==> config.mk <==
export PLATFORM = sky130hd
export DESIGN_NAME = avs_timebase
export DESIGN_NICKNAME = d
export VERILOG_FILES = /design/src/verilog/avs_pkg.sv /design/src/verilog/avs_divider.sv /design/src/verilog/avs_timebase.sv
export SDC_FILE = /design/constraint.sdc
export NUM_CORES = 1
export LEC_CHECK = 0
export ABC_AREA = 1
export BUFFER_PORTS_ARGS = -buffer_cell sky130_fd_sc_hd__clkbuf_2
export CORE_MARGIN = 4
export CORE_UTILIZATION = 55
export DETAILED_ROUTE_END_ITERATION = 10
export PLACE_DENSITY_LB_ADDON = 0.2
export SYNTH_ARGS = -nofsm -noshare
export SYNTH_HDL_FRONTEND = slang
export SYNTH_SLANG_ARGS = --single-unit
==> constraint.sdc <==
create_clock -name clk_in -period 2.9 [get_ports clk_in]
set_input_delay 0.435 -clock clk_in [delete_from_list [all_inputs] [get_ports clk_in]]
set_output_delay 0.435 -clock clk_in [all_outputs]
set_load 0.01 [all_outputs]
==> src/verilog/avs_pkg.sv <==
// Package of constants and types for the presentation timebase block.
package avs_pkg;
  localparam int          STAMP_W          = 33;
  localparam int          CLK_HZ           = 100000000;
  localparam int          TICK_HZ          = 90000;
  localparam int          TICK_DIV         = CLK_HZ / TICK_HZ;
  localparam int          SLEEP_DIV        = 16;
  localparam int          RESET_MIN_CYC    = 10;
  localparam logic [32:0] STAMP_RESET      = 33'h0_0000_0000;
  localparam logic [32:0] STAMP_MAX        = 33'h1_ffff_ffff;
  localparam logic [32:0] PERIOD_DEFAULT   = 33'h0_0000_0bb8;
  typedef enum logic [1:0] {
    AVS_SHOW,
    AVS_DROP,
    AVS_REPEAT
  } avs_verdict_t;
  typedef enum {
    AVS_IDLE,
    AVS_WAIT
  } avs_state_t;
endpackage : avs_pkg

==> src/verilog/avs_divider.sv <==
// Parameterised clock-enable divider used for the tick and sleep clocks.
module avs_divider #(
  parameter int DIV = 16
) (
  input  wire logic clk_in,
  input  wire logic nrst_in,
  input  wire logic run_in,
  output logic      pulse_out
);
  localparam int CW = (DIV > 1) ? $clog2(DIV) : 1;
  localparam logic [CW-1:0] LAST = CW'(DIV - 1);
  logic [CW-1:0] cnt_reg;
  logic [CW-1:0] cnt_next;
  wire           at_last = (cnt_reg == LAST);

  assign cnt_next  = !run_in ? '0 : (at_last ? '0 : cnt_reg + CW'(1));
  assign pulse_out = run_in && at_last;

  always_ff @(posedge clk_in or negedge nrst_in) begin
    if (!nrst_in) begin
      cnt_reg <= '0;
    end else begin
      cnt_reg <= cnt_next;
    end
  end
endmodule : avs_divider

==> src/verilog/avs_timebase.sv <==
// System time counter and picture presentation decision logic.
// Overview of operation
// - A 33-bit system time counter advances at 90 kHz; stamps are 33 bits.
// - A clock reference taken from the stream loads the system time counter.
// - Skip or repeat displays so the stamp stays within one picture period.
// - A stamp below the system time drops the picture.
// - A stamp more than one picture period above the system time repeats the current picture.
// - A stamp is a picture display time or audio start time.
// - After reset state is undefined to software; microcode reload follows.
// - A sleep request clocks the processor at the global clock over 16.
module avs_timebase #(
  parameter logic [32:0] PERIOD_TICKS = avs_pkg::PERIOD_DEFAULT
) (
  input  wire logic        clk_in,
  input  wire logic        nrst_in,
  input  wire logic        scr_valid_in,
  input  wire logic [32:0] scr_in,
  input  wire logic        pic_valid_in,
  input  wire logic [32:0] pic_pts_in,
  input  wire logic        pic_is_audio_in,
  input  wire logic        sleep_in,
  input  wire logic        test_n_in,
  output logic [32:0]      stc_out,
  output logic             show_out,
  output logic             drop_out,
  output logic             repeat_out,
  output logic             audio_start_out,
  output logic             cpu_clk_en_out,
  output logic             test_mode_out
);
  logic [32:0]          stc_reg;
  logic [32:0]          stc_next;
  logic [32:0]          pts_reg;
  logic                 audio_reg;
  logic                 show_reg;
  logic                 drop_reg;
  logic                 repeat_reg;
  logic                 astart_reg;
  logic [2:0]           test_sync_reg;
  logic                 test_act_reg;
  logic                 test_act_next;
  avs_pkg::avs_state_t  state_reg;
  avs_pkg::avs_state_t  state_next;
  avs_pkg::avs_verdict_t verdict;
  wire                  tick;
  wire                  sleep_tick;

  avs_divider #(
    .DIV (avs_pkg::TICK_DIV)
  ) u_tick (
    .clk_in    (clk_in),
    .nrst_in   (nrst_in),
    .run_in    (1'b1),
    .pulse_out (tick)
  );

  // Sleep only divides the processor clock enable; the timebase keeps real time.
  avs_divider #(
    .DIV (avs_pkg::SLEEP_DIV)
  ) u_sleep (
    .clk_in    (clk_in),
    .nrst_in   (nrst_in),
    .run_in    (sleep_in),
    .pulse_out (sleep_tick)
  );
  assign cpu_clk_en_out = sleep_in ? sleep_tick : 1'b1;

  // The stream reference wins over a tick in the same cycle so no load is lost.
  assign stc_next = scr_valid_in ? scr_in :
                    tick ? stc_reg + 33'h0_0000_0001 : stc_reg;

  // The pending stamp is checked against each tick-updated time.
  // Comparisons are plain unsigned over all 33 bits, so a stamp just past the wrap
  // reads as early; the stream reference is expected to reload the time first.
  wire pending   = (state_reg == avs_pkg::AVS_WAIT);
  wire [32:0] cur_pts = pending ? pts_reg : pic_pts_in;
  wire cur_audio = pending ? audio_reg : pic_is_audio_in;
  wire judge     = pending || pic_valid_in;
  wire early     = cur_pts < stc_reg;
  wire [32:0] lead = cur_pts - stc_reg;
  wire late_far  = !early && (lead > PERIOD_TICKS);

  assign verdict = early ? avs_pkg::AVS_DROP :
                   late_far ? avs_pkg::AVS_REPEAT :
                   avs_pkg::AVS_SHOW;

  always_comb begin
    state_next = state_reg;
    case (state_reg)
      avs_pkg::AVS_IDLE: begin
        if (pic_valid_in && verdict == avs_pkg::AVS_REPEAT) begin
          state_next = avs_pkg::AVS_WAIT;
        end
      end
      avs_pkg::AVS_WAIT: begin
        if (verdict != avs_pkg::AVS_REPEAT) begin
          state_next = avs_pkg::AVS_IDLE;
        end
      end
      default: state_next = avs_pkg::AVS_IDLE;
    endcase
  end

  // The test pin is asynchronous: three flops, and a level counts only once the last
  // two agree, so a one-clock glitch on the pin never reaches the mode output.
  assign test_act_next = (test_sync_reg[2] == test_sync_reg[1]) ?
                         !test_sync_reg[1] : test_act_reg;

  always_ff @(posedge clk_in or negedge nrst_in) begin
    if (!nrst_in) begin
      // Everything clears to known values, yet software must still treat the state
      // as undefined and reload its microcode before use.
      stc_reg       <= avs_pkg::STAMP_RESET;
      pts_reg       <= avs_pkg::STAMP_RESET;
      audio_reg     <= 1'b0;
      state_reg     <= avs_pkg::AVS_IDLE;
      show_reg      <= 1'b0;
      drop_reg      <= 1'b0;
      repeat_reg    <= 1'b0;
      astart_reg    <= 1'b0;
      test_sync_reg <= 3'h7;
      test_act_reg  <= 1'b0;
    end else begin
      stc_reg       <= stc_next;
      state_reg     <= state_next;
      test_sync_reg <= {test_sync_reg[1:0], test_n_in};
      test_act_reg  <= test_act_next;
      if (!pending && pic_valid_in) begin
        pts_reg   <= pic_pts_in;
        audio_reg <= pic_is_audio_in;
      end
      show_reg   <= judge && verdict == avs_pkg::AVS_SHOW && !cur_audio;
      astart_reg <= judge && verdict == avs_pkg::AVS_SHOW && cur_audio;
      drop_reg   <= judge && verdict == avs_pkg::AVS_DROP;
      // A repeat goes out once per tick, the only moment other than a stream reference load that the time can close the gap.
      repeat_reg <= judge && verdict == avs_pkg::AVS_REPEAT && tick;
    end
  end

  assign stc_out         = stc_reg;
  assign show_out        = show_reg;
  assign drop_out        = drop_reg;
  assign repeat_out      = repeat_reg;
  assign audio_start_out = astart_reg;
  assign test_mode_out   = test_act_reg;

  chk_stc_scr_load: assert property (@(posedge clk_in) disable iff (!nrst_in)
    scr_valid_in |=> stc_out == $past(scr_in))
    else $error("system time not loaded from reference");

  chk_stc_tick_adv: assert property (@(posedge clk_in) disable iff (!nrst_in)
    (tick && !scr_valid_in) |=> stc_out == $past(stc_out) + 33'h0_0000_0001)
    else $error("system time did not advance on tick");

  chk_stc_hold: assert property (@(posedge clk_in) disable iff (!nrst_in)
    (!tick && !scr_valid_in) |=> $stable(stc_out))
    else $error("system time moved without cause");

  chk_drop_early: assert property (@(posedge clk_in) disable iff (!nrst_in)
    (!pending && pic_valid_in && pic_pts_in < stc_out) |=> drop_out)
    else $error("early picture not dropped");

  chk_late_wait: assert property (@(posedge clk_in) disable iff (!nrst_in)
    (!pending && pic_valid_in && pic_pts_in > stc_out + PERIOD_TICKS
     && stc_out < 33'h1_0000_0000) |=> pending && !show_out)
    else $error("late picture not held");

  chk_show_near: assert property (@(posedge clk_in) disable iff (!nrst_in)
    show_out |-> !drop_out && !repeat_out && !audio_start_out)
    else $error("conflicting display verdicts");

  chk_sleep_rate: assert property (@(posedge clk_in) disable iff (!nrst_in)
    (sleep_in && cpu_clk_en_out) ##1 sleep_in[*8] |-> !cpu_clk_en_out)
    else $error("sleep clock faster than divide by sixteen");

  chk_awake_clock: assert property (@(posedge clk_in) disable iff (!nrst_in)
    !sleep_in |-> cpu_clk_en_out)
    else $error("processor clock gated while awake");

  chk_tick_period: assert property (@(posedge clk_in) disable iff (!nrst_in)
    tick |=> !tick [*8])
    else $error("tick faster than expected");

  // The checks below restate the rules from the ports plus pending, pts_reg and tick, not from the verdict wires.
  chk_show_window: assert property (@(posedge clk_in) disable iff (!nrst_in)
    (!pending && pic_valid_in && !pic_is_audio_in && pic_pts_in >= stc_out
     && pic_pts_in - stc_out <= PERIOD_TICKS) |=> show_out)
    else $error("picture inside the window not shown");

  chk_audio_start: assert property (@(posedge clk_in) disable iff (!nrst_in)
    (!pending && pic_valid_in && pic_is_audio_in && pic_pts_in >= stc_out
     && pic_pts_in - stc_out <= PERIOD_TICKS) |=> audio_start_out && !show_out)
    else $error("audio unit inside the window not started");

  chk_wait_show: assert property (@(posedge clk_in) disable iff (!nrst_in)
    (pending && pts_reg >= stc_out && pts_reg - stc_out <= PERIOD_TICKS)
    |=> !pending && (show_out || audio_start_out))
    else $error("waiting unit not released inside the window");

  chk_repeat_tick: assert property (@(posedge clk_in) disable iff (!nrst_in)
    repeat_out |-> $past(tick) && pending)
    else $error("repeat issued off a tick or without a waiting unit");

  chk_wait_refuse: assert property (@(posedge clk_in) disable iff (!nrst_in)
    (pending && pic_valid_in) |=> pts_reg == $past(pts_reg))
    else $error("new unit taken while one is waiting");

  chk_stc_wrap: assert property (@(posedge clk_in) disable iff (!nrst_in)
    (stc_out == avs_pkg::STAMP_MAX && tick && !scr_valid_in) |=> stc_out == avs_pkg::STAMP_RESET)
    else $error("system time did not wrap to zero");

  chk_test_enter: assert property (@(posedge clk_in) disable iff (!nrst_in)
    !test_n_in [*4] |=> test_mode_out)
    else $error("test mode not entered after a steady low pin");

  chk_test_leave: assert property (@(posedge clk_in) disable iff (!nrst_in)
    test_n_in [*4] |=> !test_mode_out)
    else $error("test mode held after a steady high pin");
endmodule : avs_timebase

### Yosys cells after proc, flatten, opt, wreduce, memory -nomap -nowiden

Cells that the tools add are included.
W data, S select, Z words.

* add/subtract/negate cells: 4
* order comparisons: 2
* equal/unequal tests: 10
* multiplexer cells: 13
* reduce and logical (&&, ||, !) cells: 19

Operators with widths (number)
* $mux W33: 3
* $mux W32: 2
* $pmux W32 S2: 1
* $add A33 B1 Y33 const B: 1
* $gt A33 B12 Y1 const B: 1
* $lt A33 B33 Y1: 1
* $sub A33 B33 Y33: 1
* $eq A32 B1 Y1 const B: 1
* $eq A32 B2 Y1 const B: 1
* $logic_not A32 Y1: 1
* $add A11 B1 Y11 const B: 1
* $eq A11 B11 Y1 const B: 1
* $mux W11: 1
* $logic_and A1 B1 Y1: 10
* $mux W4: 2
* $ne A2 B2 Y1 const B: 3
* $add A4 B1 Y4 const B: 1
* $eq A4 B4 Y1 const B: 1
* $logic_not A1 Y1: 4
* $mux W2: 2
* $eq A2 B1 Y1 const B: 1
* $eq A2 B2 Y1 const B: 1
* $logic_not A2 Y1: 1
* $mux W1: 2
* other kinds (4): 4

* flip-flop bits (word level): 122
* output and inout port bits: 39

### Depth between registers and ports, before layout

Gate-level depths: netlist of the first run.

* depth after elaboration: 11
* depth in mapped cells: 23
* gate-level depth less buffers: 22

### Modules after synthesis

From an unflattened synthesis of the first run, not the netlist that was laid out.

* cell total of the unflattened synthesis: 1119
* area total of the unflattened synthesis: 7355.8 um^2

By module, submodules not included
* avs_timebase: times used 1, cells each 1018, area an instance 6543.8 um^2, sequential area each 1905.6 um^2
* avs_divider at u_tick: times used 1, cells each 79, area an instance 623.1 um^2, sequential area each 275.3 um^2
* avs_divider at u_sleep: times used 1, cells each 22, area an instance 188.9 um^2, sequential area each 100.1 um^2

### Worst setup path before layout of the first run

OpenSTA, ideal clock, no wires.

* path kind: register -> register
* start: register state_reg[0]
* end: register repeat_reg (netlist: repeat_out)
* arrival: 2485 ps
* setup slack: 293 ps
* cell stages (with the launch flop): 22
* clock period less this slack: 2607 ps
* path through: dfrtp_1 > clkbuf_1 > clkbuf_1 > nand2_1 > o21ai_0 > ha_1 > nand2_1 > inv_1 > a21oi_1 > nand2_2 > nand2_1 > nand2_1 > nand2_1 > nand2_1 > nand2_1 > nand2_1 > nor2_1 > nand3_1 > nor2_2 > nand3_1 > nand2_1 > nor2_1

* cells in the longest elaborated chain, start to end: 10
* elaborated cells on any way between the ends: 13
* those cells by class: 1 x add/sub; 2 x order compare; 2 x eq/ne; 3 x mux; 5 x reduce/logical

RTL lines
* from (decl): RTL line avs_timebase.sv:42 `avs_pkg::avs_state_t state_reg;`
* from (signal assigned): RTL line avs_timebase.sv:116 `state_reg <= avs_pkg::AVS_IDLE;`
* from (signal assigned): RTL line avs_timebase.sv:125 `state_reg <= state_next;`
* $eq A32 B2 Y1 *: RTL line avs_timebase.sv:75 `wire pending = (state_reg == avs_pkg::AVS_WAIT);`
* $mux W33: RTL line avs_timebase.sv:76 `wire [32:0] cur_pts = pending ? pts_reg : pic_pts_in;`
* $sub A33 B33 Y33 / $lt A33 B33 Y1 (equally long branches): RTL line avs_timebase.sv:80, avs_timebase.sv:79
* $gt A33 B12 Y1 / $logic_not A1 Y1 (equally long branches): RTL line avs_timebase.sv:81 `wire late_far = !early && (lead > PERIOD_TICKS);`
* $logic_and A1 B1 Y1: RTL line avs_timebase.sv:81
* $mux W2: RTL line avs_timebase.sv:84 `late_far ? avs_pkg::AVS_REPEAT :`
* $mux W2: RTL line avs_timebase.sv:83 `assign verdict = early ? avs_pkg::AVS_DROP :`
* $eq A2 B2 Y1: RTL line avs_timebase.sv:136 `repeat_reg <= judge && verdict == avs_pkg::AVS_REPEAT && tick;`
* $logic_and A1 B1 Y1 * (2 in a row): RTL line avs_timebase.sv:136
* to (signal assigned): RTL line avs_timebase.sv:136
* to (decl): RTL line avs_timebase.sv:37 `logic repeat_reg;`

Every way passes the cells marked *; elsewhere a longest branch is shown, timed or not.
A chain may end at the register's enable or synchronous reset.

### Worst setup path after layout of the first run

* start: register state_reg[0]
* end: register astart_reg (netlist: audio_start_out)

* cells in the longest elaborated chain, start to end: 10
* elaborated cells on any way between the ends: 14
* those cells by class: 1 x add/sub; 2 x order compare; 1 x eq/ne; 4 x mux; 6 x reduce/logical

RTL lines
* $eq A32 B2 Y1 *: RTL line avs_timebase.sv:75
* $mux W33: RTL line avs_timebase.sv:76
* $sub A33 B33 Y33 / $lt A33 B33 Y1 (equally long branches): RTL line avs_timebase.sv:80, avs_timebase.sv:79
* $gt A33 B12 Y1 / $logic_not A1 Y1 (equally long branches): RTL line avs_timebase.sv:81
* $logic_and A1 B1 Y1: RTL line avs_timebase.sv:81
* $mux W2: RTL line avs_timebase.sv:84
* $mux W2: RTL line avs_timebase.sv:83
* $logic_not A2 Y1: RTL line avs_timebase.sv:133 `astart_reg <= judge && verdict == avs_pkg::AVS_SHOW && cur_audio;`
* $logic_and A1 B1 Y1: RTL line avs_timebase.sv:133
* $logic_and A1 B1 Y1 *: RTL line avs_timebase.sv:133
* to (signal assigned): RTL line avs_timebase.sv:133
* to (decl): RTL line avs_timebase.sv:38 `logic astart_reg;`

Marks and branches as above.

==> impl_metrics.prom, run 1 <==
# TYPE chip_impl_metric gauge
chip_impl_info{name="path_delay_family",value="simple AND/OR/NAND/NOR gates"} 1
chip_impl_metric{name="grt_start_max_net_pins",unit=""} 67
chip_impl_metric{name="path_max_fanout",unit=""} 39
chip_impl_metric{name="synthCells",unit=""} 1148
chip_impl_metric{name="dpl.hpwl",unit="µm"} 16300
chip_impl_metric{name="clock_insertion_delay_worst_skew",unit="ns"} 0.35
chip_impl_metric{name="htree_levels",unit=""} 3
chip_impl_info{name="status",value="finished clean"} 1
chip_impl_info{name="timing.setup.critical_path_class",value="register to register"} 1
chip_impl_metric{name="preCtsSetupSlack",unit="ns"} 0.0284
chip_impl_metric{name="filler_cell_count",unit=""} 1223
chip_impl_metric{name="synth_edf_count",unit=""} 0
chip_impl_info{name="crit_path_cell_trace",value="buf_12 > nand2_1 > o21ai_0 > ha_2 > nand2_1 > nor2_1 > nand2_1 > nor3_1 > nand2_2 > nand3_1 > nand2_1 > nor2_1 > nand3_1 > nor2_2 > nand4_1 > nor2_1"} 1
chip_impl_metric{name="syn_area",unit="mm²"} 0.00739
chip_impl_metric{name="worst-slew-pin-transition",unit="ns"} 0.823
chip_impl_metric{name="asyncSetResetFlopFracSynth",unit=""} 1.00
chip_impl_info{name="tightest_hold_check_type",value="input pin to async pin"} 1
chip_impl_info{name="synth-main-ff-cell",value="dfrtp_1"} 1
chip_impl_metric{name="switching_power",unit="W"} 0.00321
chip_impl_metric{name="critical-path-max-stage-delay",unit="ns"} 0.46
chip_impl_metric{name="reg2reg_depth",unit=""} 16
chip_impl_metric{name="yosys_warnings",unit=""} 0
chip_impl_info{name="cts_tree",value="yes"} 1
chip_impl_metric{name="cts_hold_repair.buffers",unit=""} 0
chip_impl_metric{name="post_route_drc_violation_count",unit=""} 0
chip_impl_metric{name="area_growth_syn_to_layout",unit="%"} 20.0
chip_impl_metric{name="arrival",unit="ns"} 3.07
chip_impl_info{name="critPathCaptureType",value="register"} 1
chip_impl_metric{name="final_net_count",unit=""} 1390
chip_impl_metric{name="share_of_post_route_cells_with_drive_strength_above_1",unit=""} 0.199
chip_impl_metric{name="setup_ws",unit="ns"} 0.116
chip_impl_metric{name="finalHoldViolCount",unit=""} 0
chip_impl_metric{name="power_internal",unit="W"} 0.00380
chip_impl_metric{name="ant_nets",unit=""} 0
chip_impl_metric{name="grt.overflow.total",unit=""} 0
chip_impl_metric{name="via_count",unit=""} 7576
chip_impl_metric{name="postSynthNetCount",unit=""} 1259
chip_impl_metric{name="cts.clk_slew.worst_paths",unit="ns"} 0.07
chip_impl_metric{name="p_clk_frac",unit=""} 0.186
chip_impl_metric{name="cts.sink_count",unit=""} 91
chip_impl_metric{name="synth.lib_cells_used.distinct",unit=""} 41
chip_impl_metric{name="wl",unit="µm"} 21000
chip_impl_metric{name="ir_worst_vdd",unit="mV"} 0.488
chip_impl_info{name="critical_path.slowest_cell",value="dfrtp_2"} 1
chip_impl_metric{name="routability_congestion_estimate_from_global_placement",unit=""} 0.960
chip_impl_metric{name="peak_clock_frequency_supported_by_timing",unit="GHz"} 0.359
chip_impl_metric{name="design.portCount",unit=""} 112
chip_impl_info{name="nature_of_the_critical_path_startpoint",value="register"} 1
chip_impl_metric{name="floorplan.initialDensity",unit=""} 0.561
chip_impl_metric{name="fin_skew",unit="ns"} 0.00790
chip_impl_metric{name="pwr_cell_area",unit="mW/mm²"} 790
chip_impl_metric{name="pleak",unit="nW"} 4.85
chip_impl_metric{name="synthesis.area_per_instance",unit="µm²"} 6.44
chip_impl_metric{name="timing.final.crit_share",unit=""} 0.960
chip_impl_metric{name="seq_area_frac_synth",unit=""} 0.308
chip_impl_metric{name="worst-path-buf-inv",unit=""} 1
chip_impl_metric{name="max-slew-margin-rel",unit=""} 0.448
chip_impl_metric{name="cp_num_cells",unit=""} 16
chip_impl_metric{name="synth.ff_latch_count",unit=""} 91
chip_impl_metric{name="avgRoutedWirePerCell",unit="µm"} 14.4
chip_impl_metric{name="setup_viol_count_final",unit=""} 0
chip_impl_metric{name="chipWidth",unit="µm"} 124
chip_impl_metric{name="power_frac_seq",unit=""} 0.244
chip_impl_metric{name="antenna_cells_inserted",unit=""} 0
chip_impl_metric{name="dr.pass1.iters",unit=""} 6
chip_impl_metric{name="grt_antenna_before_repair",unit=""} 0
chip_impl_metric{name="power.share.combinational",unit=""} 0.570
chip_impl_metric{name="cts.path.max_buffers",unit=""} 2
chip_impl_metric{name="tritoncts_buffers",unit=""} 9
chip_impl_metric{name="area_of_the_die",unit="mm²"} 0.0154
chip_impl_metric{name="worst_hold_slack",unit="ns"} 0.0488
chip_impl_metric{name="grt_first_pass_wirelength",unit="µm"} 33900
chip_impl_metric{name="drt_first_iter_violations",unit=""} 611
chip_impl_metric{name="p_sw_frac",unit=""} 0.458
chip_impl_metric{name="vias_per_std_cell",unit=""} 5.19
chip_impl_metric{name="core-area",unit="mm²"} 0.0132
chip_impl_info{name="cts_root_buf",value="clkbuf_16"} 1
chip_impl_metric{name="portBuffers",unit=""} 111
chip_impl_metric{name="total_routing_usage_reported_by_global_routing",unit=""} 0.281
chip_impl_metric{name="maxCapViolCount",unit=""} 0
chip_impl_metric{name="critical_path_required",unit="ns"} 3.18
chip_impl_metric{name="floorplan.rows",unit=""} 42
chip_impl_info{name="grt_setup_unrepaired",value="yes"} 1
chip_impl_metric{name="post-route-min-period",unit="ns"} 2.78
chip_impl_info{name="crit_path_frequent_cell",value="nand2_1"} 1
chip_impl_metric{name="die_height",unit="µm"} 124
chip_impl_metric{name="number_of_slew_limit_violations_in_the_final_report",unit=""} 0
chip_impl_metric{name="first_global_vias",unit=""} 7097
cell usage after synthesis (3+ instances only):
master,n,area share
nand2_1,377,0.19
inv_1,207,0.11
dfrtp_1,88,0.30
nor2_1,86,0.044
o21ai_0,74,0.050
nand3_1,70,0.047
ha_1,37,0.063
a21oi_1,34,0.023
xor2_1,33,0.039
clkbuf_1,21,0.011
nor3_1,19,0.013
o211ai_1,13,0.013
nand4_1,11,0.0093
o221ai_1,11,0.013
nand2_2,7,0.0059
nand3b_1,6,0.0061
o21bai_1,6,0.0061
nor4_1,5,0.0042
nor2_2,4,0.0034
nor2_4,4,0.0061
xnor2_1,4,0.0047
dfstp_2,3,0.011
nand3_2,3,0.0041
or2_2,3,0.0025
power groups by stage:
stage          Sequential, W  Clock [W]  Combinational, W
2_1_floorplan        0.00171          0           0.00259
6_report             0.00171    0.00130           0.00400
3_3_place_gp         0.00171          0           0.00353
4_1_cts              0.00170    0.00133           0.00359
5_1_grt              0.00175    0.00138           0.00453
3_5_place_dp         0.00172          0           0.00356
path summary, 6_finish.rpt:
path | start | end | slack [ns]
worst max-delay path | state_reg[0] | audio_start_out | 0.12
worst min register to register | test_sync_reg[0] | test_sync_reg[1] | 0.36
worst max register to register | state_reg[0] | audio_start_out | 0.12
min in group clk_in | test_n_in | test_sync_reg[0] | 0.17
worst min-delay path | nrst_in | u_sleep.cnt_reg[0] | 0.05
max in group asynchronous | nrst_in | test_sync_reg[0] | 2.15
placed cells by master, fill, tap and decap left out, drive strengths merged:
| cell | synthesis | final |
|---|---|---|
| a31oi | 2 | 2 |
| clkbuf | 22 | 121 |
| inv | 209 | 211 |
| nor3b | 1 | 1 |
| dfstp | 3 | 3 |
| xnor2 | 4 | 4 |
| o221ai | 11 | 11 |
| nor3 | 21 | 21 |
| o211ai | 14 | 14 |
| o311ai | 2 | 2 |
| nand3 | 73 | 73 |
| or2 | 3 | 3 |
| buf | 2 | 34 |
| nand3b | 6 | 6 |
| nand4 | 12 | 12 |
| clkinv | 1 | 2 |
| a21boi | 1 | 1 |
| dfrtp | 88 | 88 |
| and3 | 1 | 1 |
| fa | 1 | 1 |
| o21bai | 6 | 6 |
| nor4 | 6 | 6 |
| nand2 | 385 | 385 |
| o21a | 1 | 1 |
| xor2 | 33 | 33 |
| mux2 | 1 | 1 |
| a21oi | 34 | 34 |
| ha | 37 | 37 |
| bufinv | 0 | 2 |
| nor2 | 94 | 94 |
| o21ai | 74 | 74 |
cell type report:
class | count | area [µm²] | share of cell area
clock buffers | 11 | 233 | 0.0262
clock inverters | 5 | 85.1 | 0.00959
inverters | 210 | 788 | 0.0888
multi-input cells | 823 | 4420 | 0.498
flip-flops and latches | 91 | 2280 | 0.257
well taps | 176 | 220 | 0.0248
repair buffers | 144 | 843 | 0.0950
cell families after synthesis:
kind of cell | synth area share
simple gates | 0.348
mux | 0.00152
fa+ha+maj | 0.0653
compound gates | 0.113
buf+inv | 0.120
xor+xnor | 0.0438
flops | 0.308
per-layer routing:
metal	GRT usage	up-vias	wire length, µm
li1	-	3873	-
met1	0.370	3393	9190
met2	0.464	263	9900
met3	0.0386	47	1150
met4	0.123	0	740
met5	0	-	0
through the flow:
stage | area (µm²) | utilization | power [W] | setup TNS, ns | instances
2_1_floorplan | 7390 | - | 0.00430 | 0 | 1148
3_3_place_gp | 8260 | 0.626 | 0.00524 | 0 | 1431
3_5_place_dp | 8260 | 0.626 | 0.00529 | 0 | 1431
4_1_cts | 8570 | 0.650 | 0.00662 | 0 | 1447
5_1_grt | 8880 | 0.673 | 0.00765 | -0.138 | 1460
6_report | 8880 | 0.673 | 0.00702 | 0 | 1460
timing repair:
action	4_1_cts	5_1_grt
endpoints found under the hold margin	0	0
setup endpoints to repair	0	4
buffers inserted	0	13
gates resized for setup	0	85
(Power assumes the default switching activity.)
==> run 2: changes to the inputs <==
--- a/config.mk
+++ b/config.mk
@@ -7,6 +7,7 @@
 export LEC_CHECK = 0
 export ABC_AREA = 1
 export BUFFER_PORTS_ARGS = -buffer_cell sky130_fd_sc_hd__clkbuf_2
+export CORE_ASPECT_RATIO = 0.6
 export CORE_MARGIN = 4
 export CORE_UTILIZATION = 55
 export DETAILED_ROUTE_END_ITERATION = 10
==> run 2 against run 1 <==
Compared with the run above: first-iteration DRC count up 19%; routed wire length up 13%; combinational power up 35%; utilization up 7.7 points; register-to-register slack worse by 0.03 ns; final cell count up 1.6%; hold slack better by 0.024 ns.
==> impl_metrics.prom, run 2 (same netlist as run 1, synthesis figures left out) <==
# TYPE chip_impl_metric gauge
chip_impl_metric{name="total_routing_usage_reported_by_global_routing",unit=""} 0.279
chip_impl_metric{name="sequential_cell_area",unit="mm²"} 0.00228
chip_impl_metric{name="chipWidth",unit="µm"} 158
chip_impl_metric{name="clock_insertion_delay_worst_skew",unit="ns"} 0.36
chip_impl_metric{name="floorplan.initialDensity",unit=""} 0.568
chip_impl_metric{name="dr.pass1.iters",unit=""} 5
chip_impl_info{name="worst_r2r_endpoint",value="repeat_out"} 1
chip_impl_metric{name="via_count",unit=""} 8040
chip_impl_metric{name="die_height",unit="µm"} 97.8
chip_impl_metric{name="setup_ws",unit="ns"} 0.0814
chip_impl_metric{name="grt_antenna_before_repair",unit=""} 0
chip_impl_metric{name="multiInputGateArea",unit="mm²"} 0.00501
chip_impl_metric{name="drt_first_iter_violations",unit=""} 730
chip_impl_metric{name="grt.overflow.total",unit=""} 0
chip_impl_metric{name="core-area",unit="mm²"} 0.0130
chip_impl_metric{name="standard_cell_area_after_detailed_placement",unit="mm²"} 0.00835
chip_impl_info{name="cts_tree",value="yes"} 1
chip_impl_metric{name="critical_path_required",unit="ns"} 3.13
chip_impl_metric{name="filler_cell_count",unit=""} 1001
chip_impl_metric{name="htree_levels",unit=""} 3
chip_impl_metric{name="pleak",unit="nW"} 5.15
chip_impl_metric{name="first_global_vias",unit=""} 7036
chip_impl_metric{name="peak_clock_frequency_supported_by_timing",unit="GHz"} 0.355
chip_impl_metric{name="arrival",unit="ns"} 3.05
chip_impl_info{name="tightest_hold_check_type",value="input pin to async pin"} 1
chip_impl_metric{name="avgRoutedWirePerCell",unit="µm"} 16.0
chip_impl_metric{name="cts.path.max_buffers",unit=""} 2
chip_impl_metric{name="pwr_cell_area",unit="mW/mm²"} 848
chip_impl_metric{name="area_of_the_die",unit="mm²"} 0.0154
chip_impl_metric{name="grt_first_pass_wirelength",unit="µm"} 34800
chip_impl_info{name="timing.setup.critical_path_class",value="register to register"} 1
chip_impl_metric{name="worst-slew-pin-transition",unit="ns"} 0.709
chip_impl_metric{name="rrSetupSlack",unit="ns"} 0.08
chip_impl_info{name="nature_of_the_critical_path_startpoint",value="register"} 1
chip_impl_metric{name="tritoncts_buffers",unit=""} 9
chip_impl_metric{name="stdcell_area",unit="mm²"} 0.00976
chip_impl_info{name="layout_common_cells",value="304 x nand2_1, 189 x inv_1, 110 x clkbuf_2, 87 x dfrtp_1, 66 x nand2_2"} 1
chip_impl_metric{name="ir_worst_vdd",unit="mV"} 0.514
chip_impl_metric{name="cts_hold_repair.buffers",unit=""} 0
chip_impl_metric{name="share_of_post_route_cells_with_drive_strength_above_1",unit=""} 0.308
chip_impl_metric{name="path_max_fanout",unit=""} 8
chip_impl_metric{name="preCtsSetupSlack",unit="ns"} 0.00630
chip_impl_info{name="rr_startpoint",value="state_reg[0]"} 1
chip_impl_info{name="startpoint",value="state_reg[0]"} 1
chip_impl_info{name="status",value="finished clean"} 1
chip_impl_metric{name="ant_nets",unit=""} 0
chip_impl_metric{name="reg2reg_depth",unit=""} 20
chip_impl_metric{name="grt_start_max_net_pins",unit=""} 52
chip_impl_metric{name="vias_per_std_cell",unit=""} 5.42
chip_impl_metric{name="maxCapViolCount",unit=""} 0
chip_impl_metric{name="antenna_cells_inserted",unit=""} 0
chip_impl_metric{name="post_route_drc_violation_count",unit=""} 0
chip_impl_metric{name="routability_congestion_estimate_from_global_placement",unit=""} 0.981
chip_impl_metric{name="final_net_count",unit=""} 1419
chip_impl_metric{name="fin_skew",unit="ns"} 0.00940
chip_impl_info{name="layout_commonest_cell",value="nand2_1"} 1
chip_impl_info{name="critPathCaptureType",value="register"} 1
chip_impl_metric{name="finalHoldViolCount",unit=""} 0
chip_impl_metric{name="wl",unit="µm"} 23800
chip_impl_info{name="setup.worst_path.end",value="repeat_out"} 1
chip_impl_metric{name="number_of_slew_limit_violations_in_the_final_report",unit=""} 0
chip_impl_metric{name="max-slew-margin-rel",unit=""} 0.525
chip_impl_info{name="cts_root_buf",value="clkbuf_16"} 1
chip_impl_metric{name="cts.sink_count",unit=""} 91
chip_impl_metric{name="floorplan.rows",unit=""} 32
chip_impl_metric{name="area_growth_syn_to_layout",unit="%"} 32.0
chip_impl_metric{name="dpl.hpwl",unit="µm"} 17200
chip_impl_metric{name="post-layout-total-power",unit="W"} 0.00828
chip_impl_metric{name="timing.final.crit_share",unit=""} 0.972
chip_impl_metric{name="setup_viol_count_final",unit=""} 0
chip_impl_metric{name="cts.clk_slew.worst_paths",unit="ns"} 0.07
chip_impl_metric{name="design.portCount",unit=""} 112
chip_impl_metric{name="portBuffers",unit=""} 111
chip_impl_metric{name="post-route-min-period",unit="ns"} 2.82
chip_impl_info{name="grt_setup_unrepaired",value="yes"} 1
## run 2: changes by cell type in the layout (fill, tap and decap cells not counted), sizes merged
cell and delta:
inv +1, clkinv -1, buf +25, bufinv -2, clkbuf +3, clkinvlp +3
## run 2: layer usage
metal,global-route usage,vias to the layer above,wire (µm)
met5,0,-,0
met4,0.0529,0,602
met3,0.0478,48,1890
met2,0.417,361,10200
met1,0.425,3690,11100
li1,-,3941,-
## run 2: layout make-up
class | instances | area share
multi-input cells | 823 | 0.514
clock inverters | 6 | 0.00564
well taps | 170 | 0.0218
repair buffers | 173 | 0.119
inverters | 210 | 0.0824
flip-flops and latches | 91 | 0.234
clock buffers | 10 | 0.0235
## run 2: where the power goes
group / internal [W] / switching, W
Sequential: 0.00153 / 0.000180
Combinational: 0.00213 / 0.00326
Clock: 0.000601 / 0.000579
## run 2: critical path, stage by stage (launching register included)
cell and delay, ns:
dfrtp_2 0.43, buf_12 0.17, clkbuf_16 0.17, nand2_1 0.08, o21ai_2 0.07, ha_1 0.37
nand2_2 0.11, inv_2 0.12, nand2_4 0.08, nor3_4 0.24, nand2_2 0.08, nand2_2 0.09
nand2_2 0.06, nand3_1 0.08, nand2_1 0.06, nor2_2 0.11, nand3_2 0.09, nor2_4 0.10
nand3_1 0.07, nand2_1 0.09, nor2_1 0.04
## run 2: worst min path at each step
stage / start / endpoint / depth (start not counted)
after floorplan: nrst_in / audio_reg / 0
after global placement: test_sync_reg[0] / test_sync_reg[1] / 0
after detailed placement: test_sync_reg[0] / test_sync_reg[1] / 0
after CTS: nrst_in / u_tick.cnt_reg[5] / 1
after global routing: nrst_in / u_tick.cnt_reg[5] / 1
final: nrst_in / u_tick.cnt_reg[5] / 1
## run 2: what timing repair did
| item | 4_1_cts | 5_1_grt |
|---|---|---|
| pin swaps | 2 | 89 |
| resized for setup | 2 | 250 |
| buffers inserted | 1 | 24 |
| setup endpoints to repair | 2 | 18 |
| gates cloned | 0 | 5 |
## run 2: per-stage QoR
step	utilization	std cells	TNS, ns	hold slack (ns)
after floorplan	-	1148	0	0.139
after global placement	0.642	1437	0	0.346
after detailed placement	0.642	1437	0	0.348
after CTS	0.664	1454	0	0.0909
after global routing	0.750	1483	-0.333	0.115
final	0.750	1483	0	0.0727
==> run 3: changes to the inputs <==
--- a/config.mk
+++ b/config.mk
@@ -6,11 +6,11 @@
 export NUM_CORES = 1
 export LEC_CHECK = 0
 export ABC_AREA = 1
-export BUFFER_PORTS_ARGS = -buffer_cell sky130_fd_sc_hd__clkbuf_2
 export CORE_ASPECT_RATIO = 0.6
 export CORE_MARGIN = 4
 export CORE_UTILIZATION = 55
 export DETAILED_ROUTE_END_ITERATION = 10
+export DONT_BUFFER_PORTS = 1
 export PLACE_DENSITY_LB_ADDON = 0.2
 export SYNTH_ARGS = -nofsm -noshare
 export SYNTH_HDL_FRONTEND = slang
==> run 3 against run 2 <==
Compared with the run above: largest power group unchanged; routed wire length fell by 6.2%; highest routed layer unchanged; critical path depth fell by 1; sequential cell count did not move; largest cell class unchanged.
==> impl_metrics.prom, run 3 (same netlist as run 1, synthesis figures left out) <==
# TYPE chip_impl_metric gauge
chip_impl_info{name="status",value="finished clean"} 1
chip_impl_metric{name="dr.pass1.iters",unit=""} 7
chip_impl_metric{name="clock_insertion_delay_worst_skew",unit="ns"} 0.36
chip_impl_metric{name="first_global_vias",unit=""} 6877
chip_impl_metric{name="setup_ws",unit="ns"} 0.0666
chip_impl_metric{name="filler_cell_count",unit=""} 1143
chip_impl_metric{name="fin_skew",unit="ns"} 0.00754
chip_impl_metric{name="total_routing_usage_reported_by_global_routing",unit=""} 0.277
chip_impl_metric{name="number_of_slew_limit_violations_in_the_final_report",unit=""} 0
chip_impl_metric{name="preCtsSetupSlack",unit="ns"} 0.00871
chip_impl_metric{name="path_max_fanout",unit=""} 12
chip_impl_metric{name="ant_nets",unit=""} 0
chip_impl_metric{name="core-area",unit="mm²"} 0.0130
chip_impl_metric{name="die_height",unit="µm"} 97.8
chip_impl_metric{name="grt_antenna_before_repair",unit=""} 0
chip_impl_metric{name="chipWidth",unit="µm"} 158
chip_impl_metric{name="grt_first_pass_wirelength",unit="µm"} 34900
chip_impl_metric{name="critical_path_required",unit="ns"} 3.19
chip_impl_metric{name="floorplan.initialDensity",unit=""} 0.568
chip_impl_metric{name="setup_viol_count_final",unit=""} 0
chip_impl_metric{name="cts.sink_count",unit=""} 91
chip_impl_metric{name="rrSetupSlack",unit="ns"} 0.07
chip_impl_info{name="grt_setup_unrepaired",value="yes"} 1
chip_impl_metric{name="cts.path.max_buffers",unit=""} 2
chip_impl_info{name="tightest_hold_check_type",value="input pin to async pin"} 1
chip_impl_metric{name="tritoncts_buffers",unit=""} 9
chip_impl_metric{name="htree_levels",unit=""} 3
chip_impl_info{name="timing.setup.critical_path_class",value="register to register"} 1
chip_impl_metric{name="reg2reg_depth",unit=""} 19
chip_impl_metric{name="finalHoldViolCount",unit=""} 0
chip_impl_metric{name="area_growth_syn_to_layout",unit="%"} 18.0
chip_impl_info{name="worst_r2r_endpoint",value="show_out"} 1
chip_impl_metric{name="standard_cell_area_after_detailed_placement",unit="mm²"} 0.00774
chip_impl_metric{name="pwr_cell_area",unit="mW/mm²"} 855
chip_impl_metric{name="grt_start_max_net_pins",unit=""} 92
chip_impl_metric{name="arrival",unit="ns"} 3.13
chip_impl_metric{name="design.portCount",unit=""} 112
chip_impl_metric{name="portBuffers",unit=""} 0
chip_impl_metric{name="stdcell_area",unit="mm²"} 0.00872
chip_impl_info{name="cts_root_buf",value="clkbuf_16"} 1
chip_impl_info{name="layout_commonest_cell",value="nand2_1"} 1
chip_impl_metric{name="maxCapViolCount",unit=""} 0
chip_impl_metric{name="timing.final.crit_share",unit=""} 0.977
chip_impl_info{name="cts_tree",value="yes"} 1
chip_impl_metric{name="avgRoutedWirePerCell",unit="µm"} 16.4
chip_impl_metric{name="post_route_drc_violation_count",unit=""} 0
chip_impl_metric{name="ir_worst_vdd",unit="mV"} 0.409
chip_impl_info{name="rr_startpoint",value="state_reg[0]"} 1
chip_impl_metric{name="worst-slew-pin-transition",unit="ns"} 0.649
chip_impl_metric{name="vias_per_std_cell",unit=""} 5.56
chip_impl_metric{name="routability_congestion_estimate_from_global_placement",unit=""} 1.00
chip_impl_info{name="critPathCaptureType",value="register"} 1
chip_impl_metric{name="wl",unit="µm"} 22300
chip_impl_metric{name="post-route-min-period",unit="ns"} 2.83
chip_impl_metric{name="area_of_the_die",unit="mm²"} 0.0154
chip_impl_info{name="nature_of_the_critical_path_startpoint",value="register"} 1
chip_impl_metric{name="share_of_post_route_cells_with_drive_strength_above_1",unit=""} 0.168
chip_impl_metric{name="floorplan.rows",unit=""} 32
chip_impl_metric{name="via_count",unit=""} 7556
chip_impl_metric{name="cts.clk_slew.worst_paths",unit="ns"} 0.08
chip_impl_metric{name="peak_clock_frequency_supported_by_timing",unit="GHz"} 0.353
chip_impl_metric{name="grt.overflow.total",unit=""} 0
chip_impl_metric{name="max-slew-margin-rel",unit=""} 0.567
chip_impl_metric{name="drt_first_iter_violations",unit=""} 659
chip_impl_metric{name="pleak",unit="nW"} 4.55
chip_impl_metric{name="final_net_count",unit=""} 1294
chip_impl_info{name="layout_common_cells",value="337 x nand2_1, 201 x inv_1, 87 x dfrtp_1, 72 x nor2_1, 63 x nand3_1"} 1
chip_impl_metric{name="dpl.hpwl",unit="µm"} 16700
-- run 3: report_power, final --
part           total (W)  switching, W  internal [W]  leakage [nW]
combinational    0.00450       0.00282       0.00168          3.29
clock            0.00123      0.000612      0.000616         0.146
sequential       0.00173      0.000199       0.00153          1.11
total            0.00746       0.00363       0.00383          4.55
-- run 3: final cells by class --
cell class | instances | area (µm²) | area share
timing repair buffer | 48 | 434 | 0.0498
inverter | 210 | 791 | 0.0907
clock inverter | 7 | 80.1 | 0.00918
clock buffer | 9 | 225 | 0.0258
tap | 170 | 213 | 0.0244
multi-input combinational | 823 | 4690 | 0.538
antenna | 1 | 2.50 | 0.000287
sequential | 91 | 2280 | 0.262
-- run 3: per-layer routing --
metal / part of all wire / up-vias / routed length (µm) / track usage
met5: 0 / - / 0 / 0
met4: 0.020 / 0 / 451 / 0.0423
met3: 0.10 / 48 / 2230 / 0.0664
met2: 0.41 / 345 / 9230 / 0.411
met1: 0.47 / 3474 / 10400 / 0.418
li1: - / 3689 / - / -
-- run 3: stage by stage --
| step | std cells | total power (W) | setup TNS (ns) | util | hold WS, ns |
|---|---|---|---|---|---|
| after global routing | 1358 | 0.00805 | -0.360 | 0.670 | 0.00668 |
| final | 1359 | 0.00746 | 0 | 0.670 | 0.00173 |
| after detailed placement | 1321 | 0.00526 | 0 | 0.595 | 0.142 |
| after CTS | 1338 | 0.00654 | 0 | 0.621 | 0.0141 |
| after floorplan | 1148 | 0.00430 | 0 | - | 0.139 |
| after global placement | 1321 | 0.00522 | 0 | 0.595 | 0.142 |
-- run 3: worst max-delay path: stages, from the launching register on --
cell and delay, ns:
dfrtp_2 0.47, buf_6 0.16, clkbuf_16 0.17, nand2_1 0.06, o21ai_1 0.07, ha_2 0.39, nand2_1 0.10, inv_1 0.10
nand2_1 0.08, nor3_2 0.14, nand2_2 0.10, nand2_4 0.11, nand2_2 0.06, nand2_1 0.09, nand3_1 0.08, nand2_1 0.11
o21ai_0 0.10, inv_1 0.13, nand4_1 0.14, nor2_1 0.11
-- run 3: worst max-delay path by stage --
stage	start	end	slack, ns	cells after the start
global route	state_reg[0]	audio_start_out	-0.10	19
floorplan	state_reg[0]	repeat_out	0.29	21
global placement	state_reg[0]	repeat_out	0.03	19
CTS	state_reg[0]	repeat_out	0.002	18
detailed placement	state_reg[0]	repeat_out	0.009	19
finish	state_reg[0]	show_out	0.07	19
-- run 3: repair_timing --
item / in CTS / in global routing
buffers inserted: 0 / 19
hold buffers: 1 / 0
pin swaps: 0 / 26
endpoints found under the hold margin: 91 / 0
setup endpoints to repair: 1 / 4
gates cloned: 0 / 1
resized for setup: 1 / 147
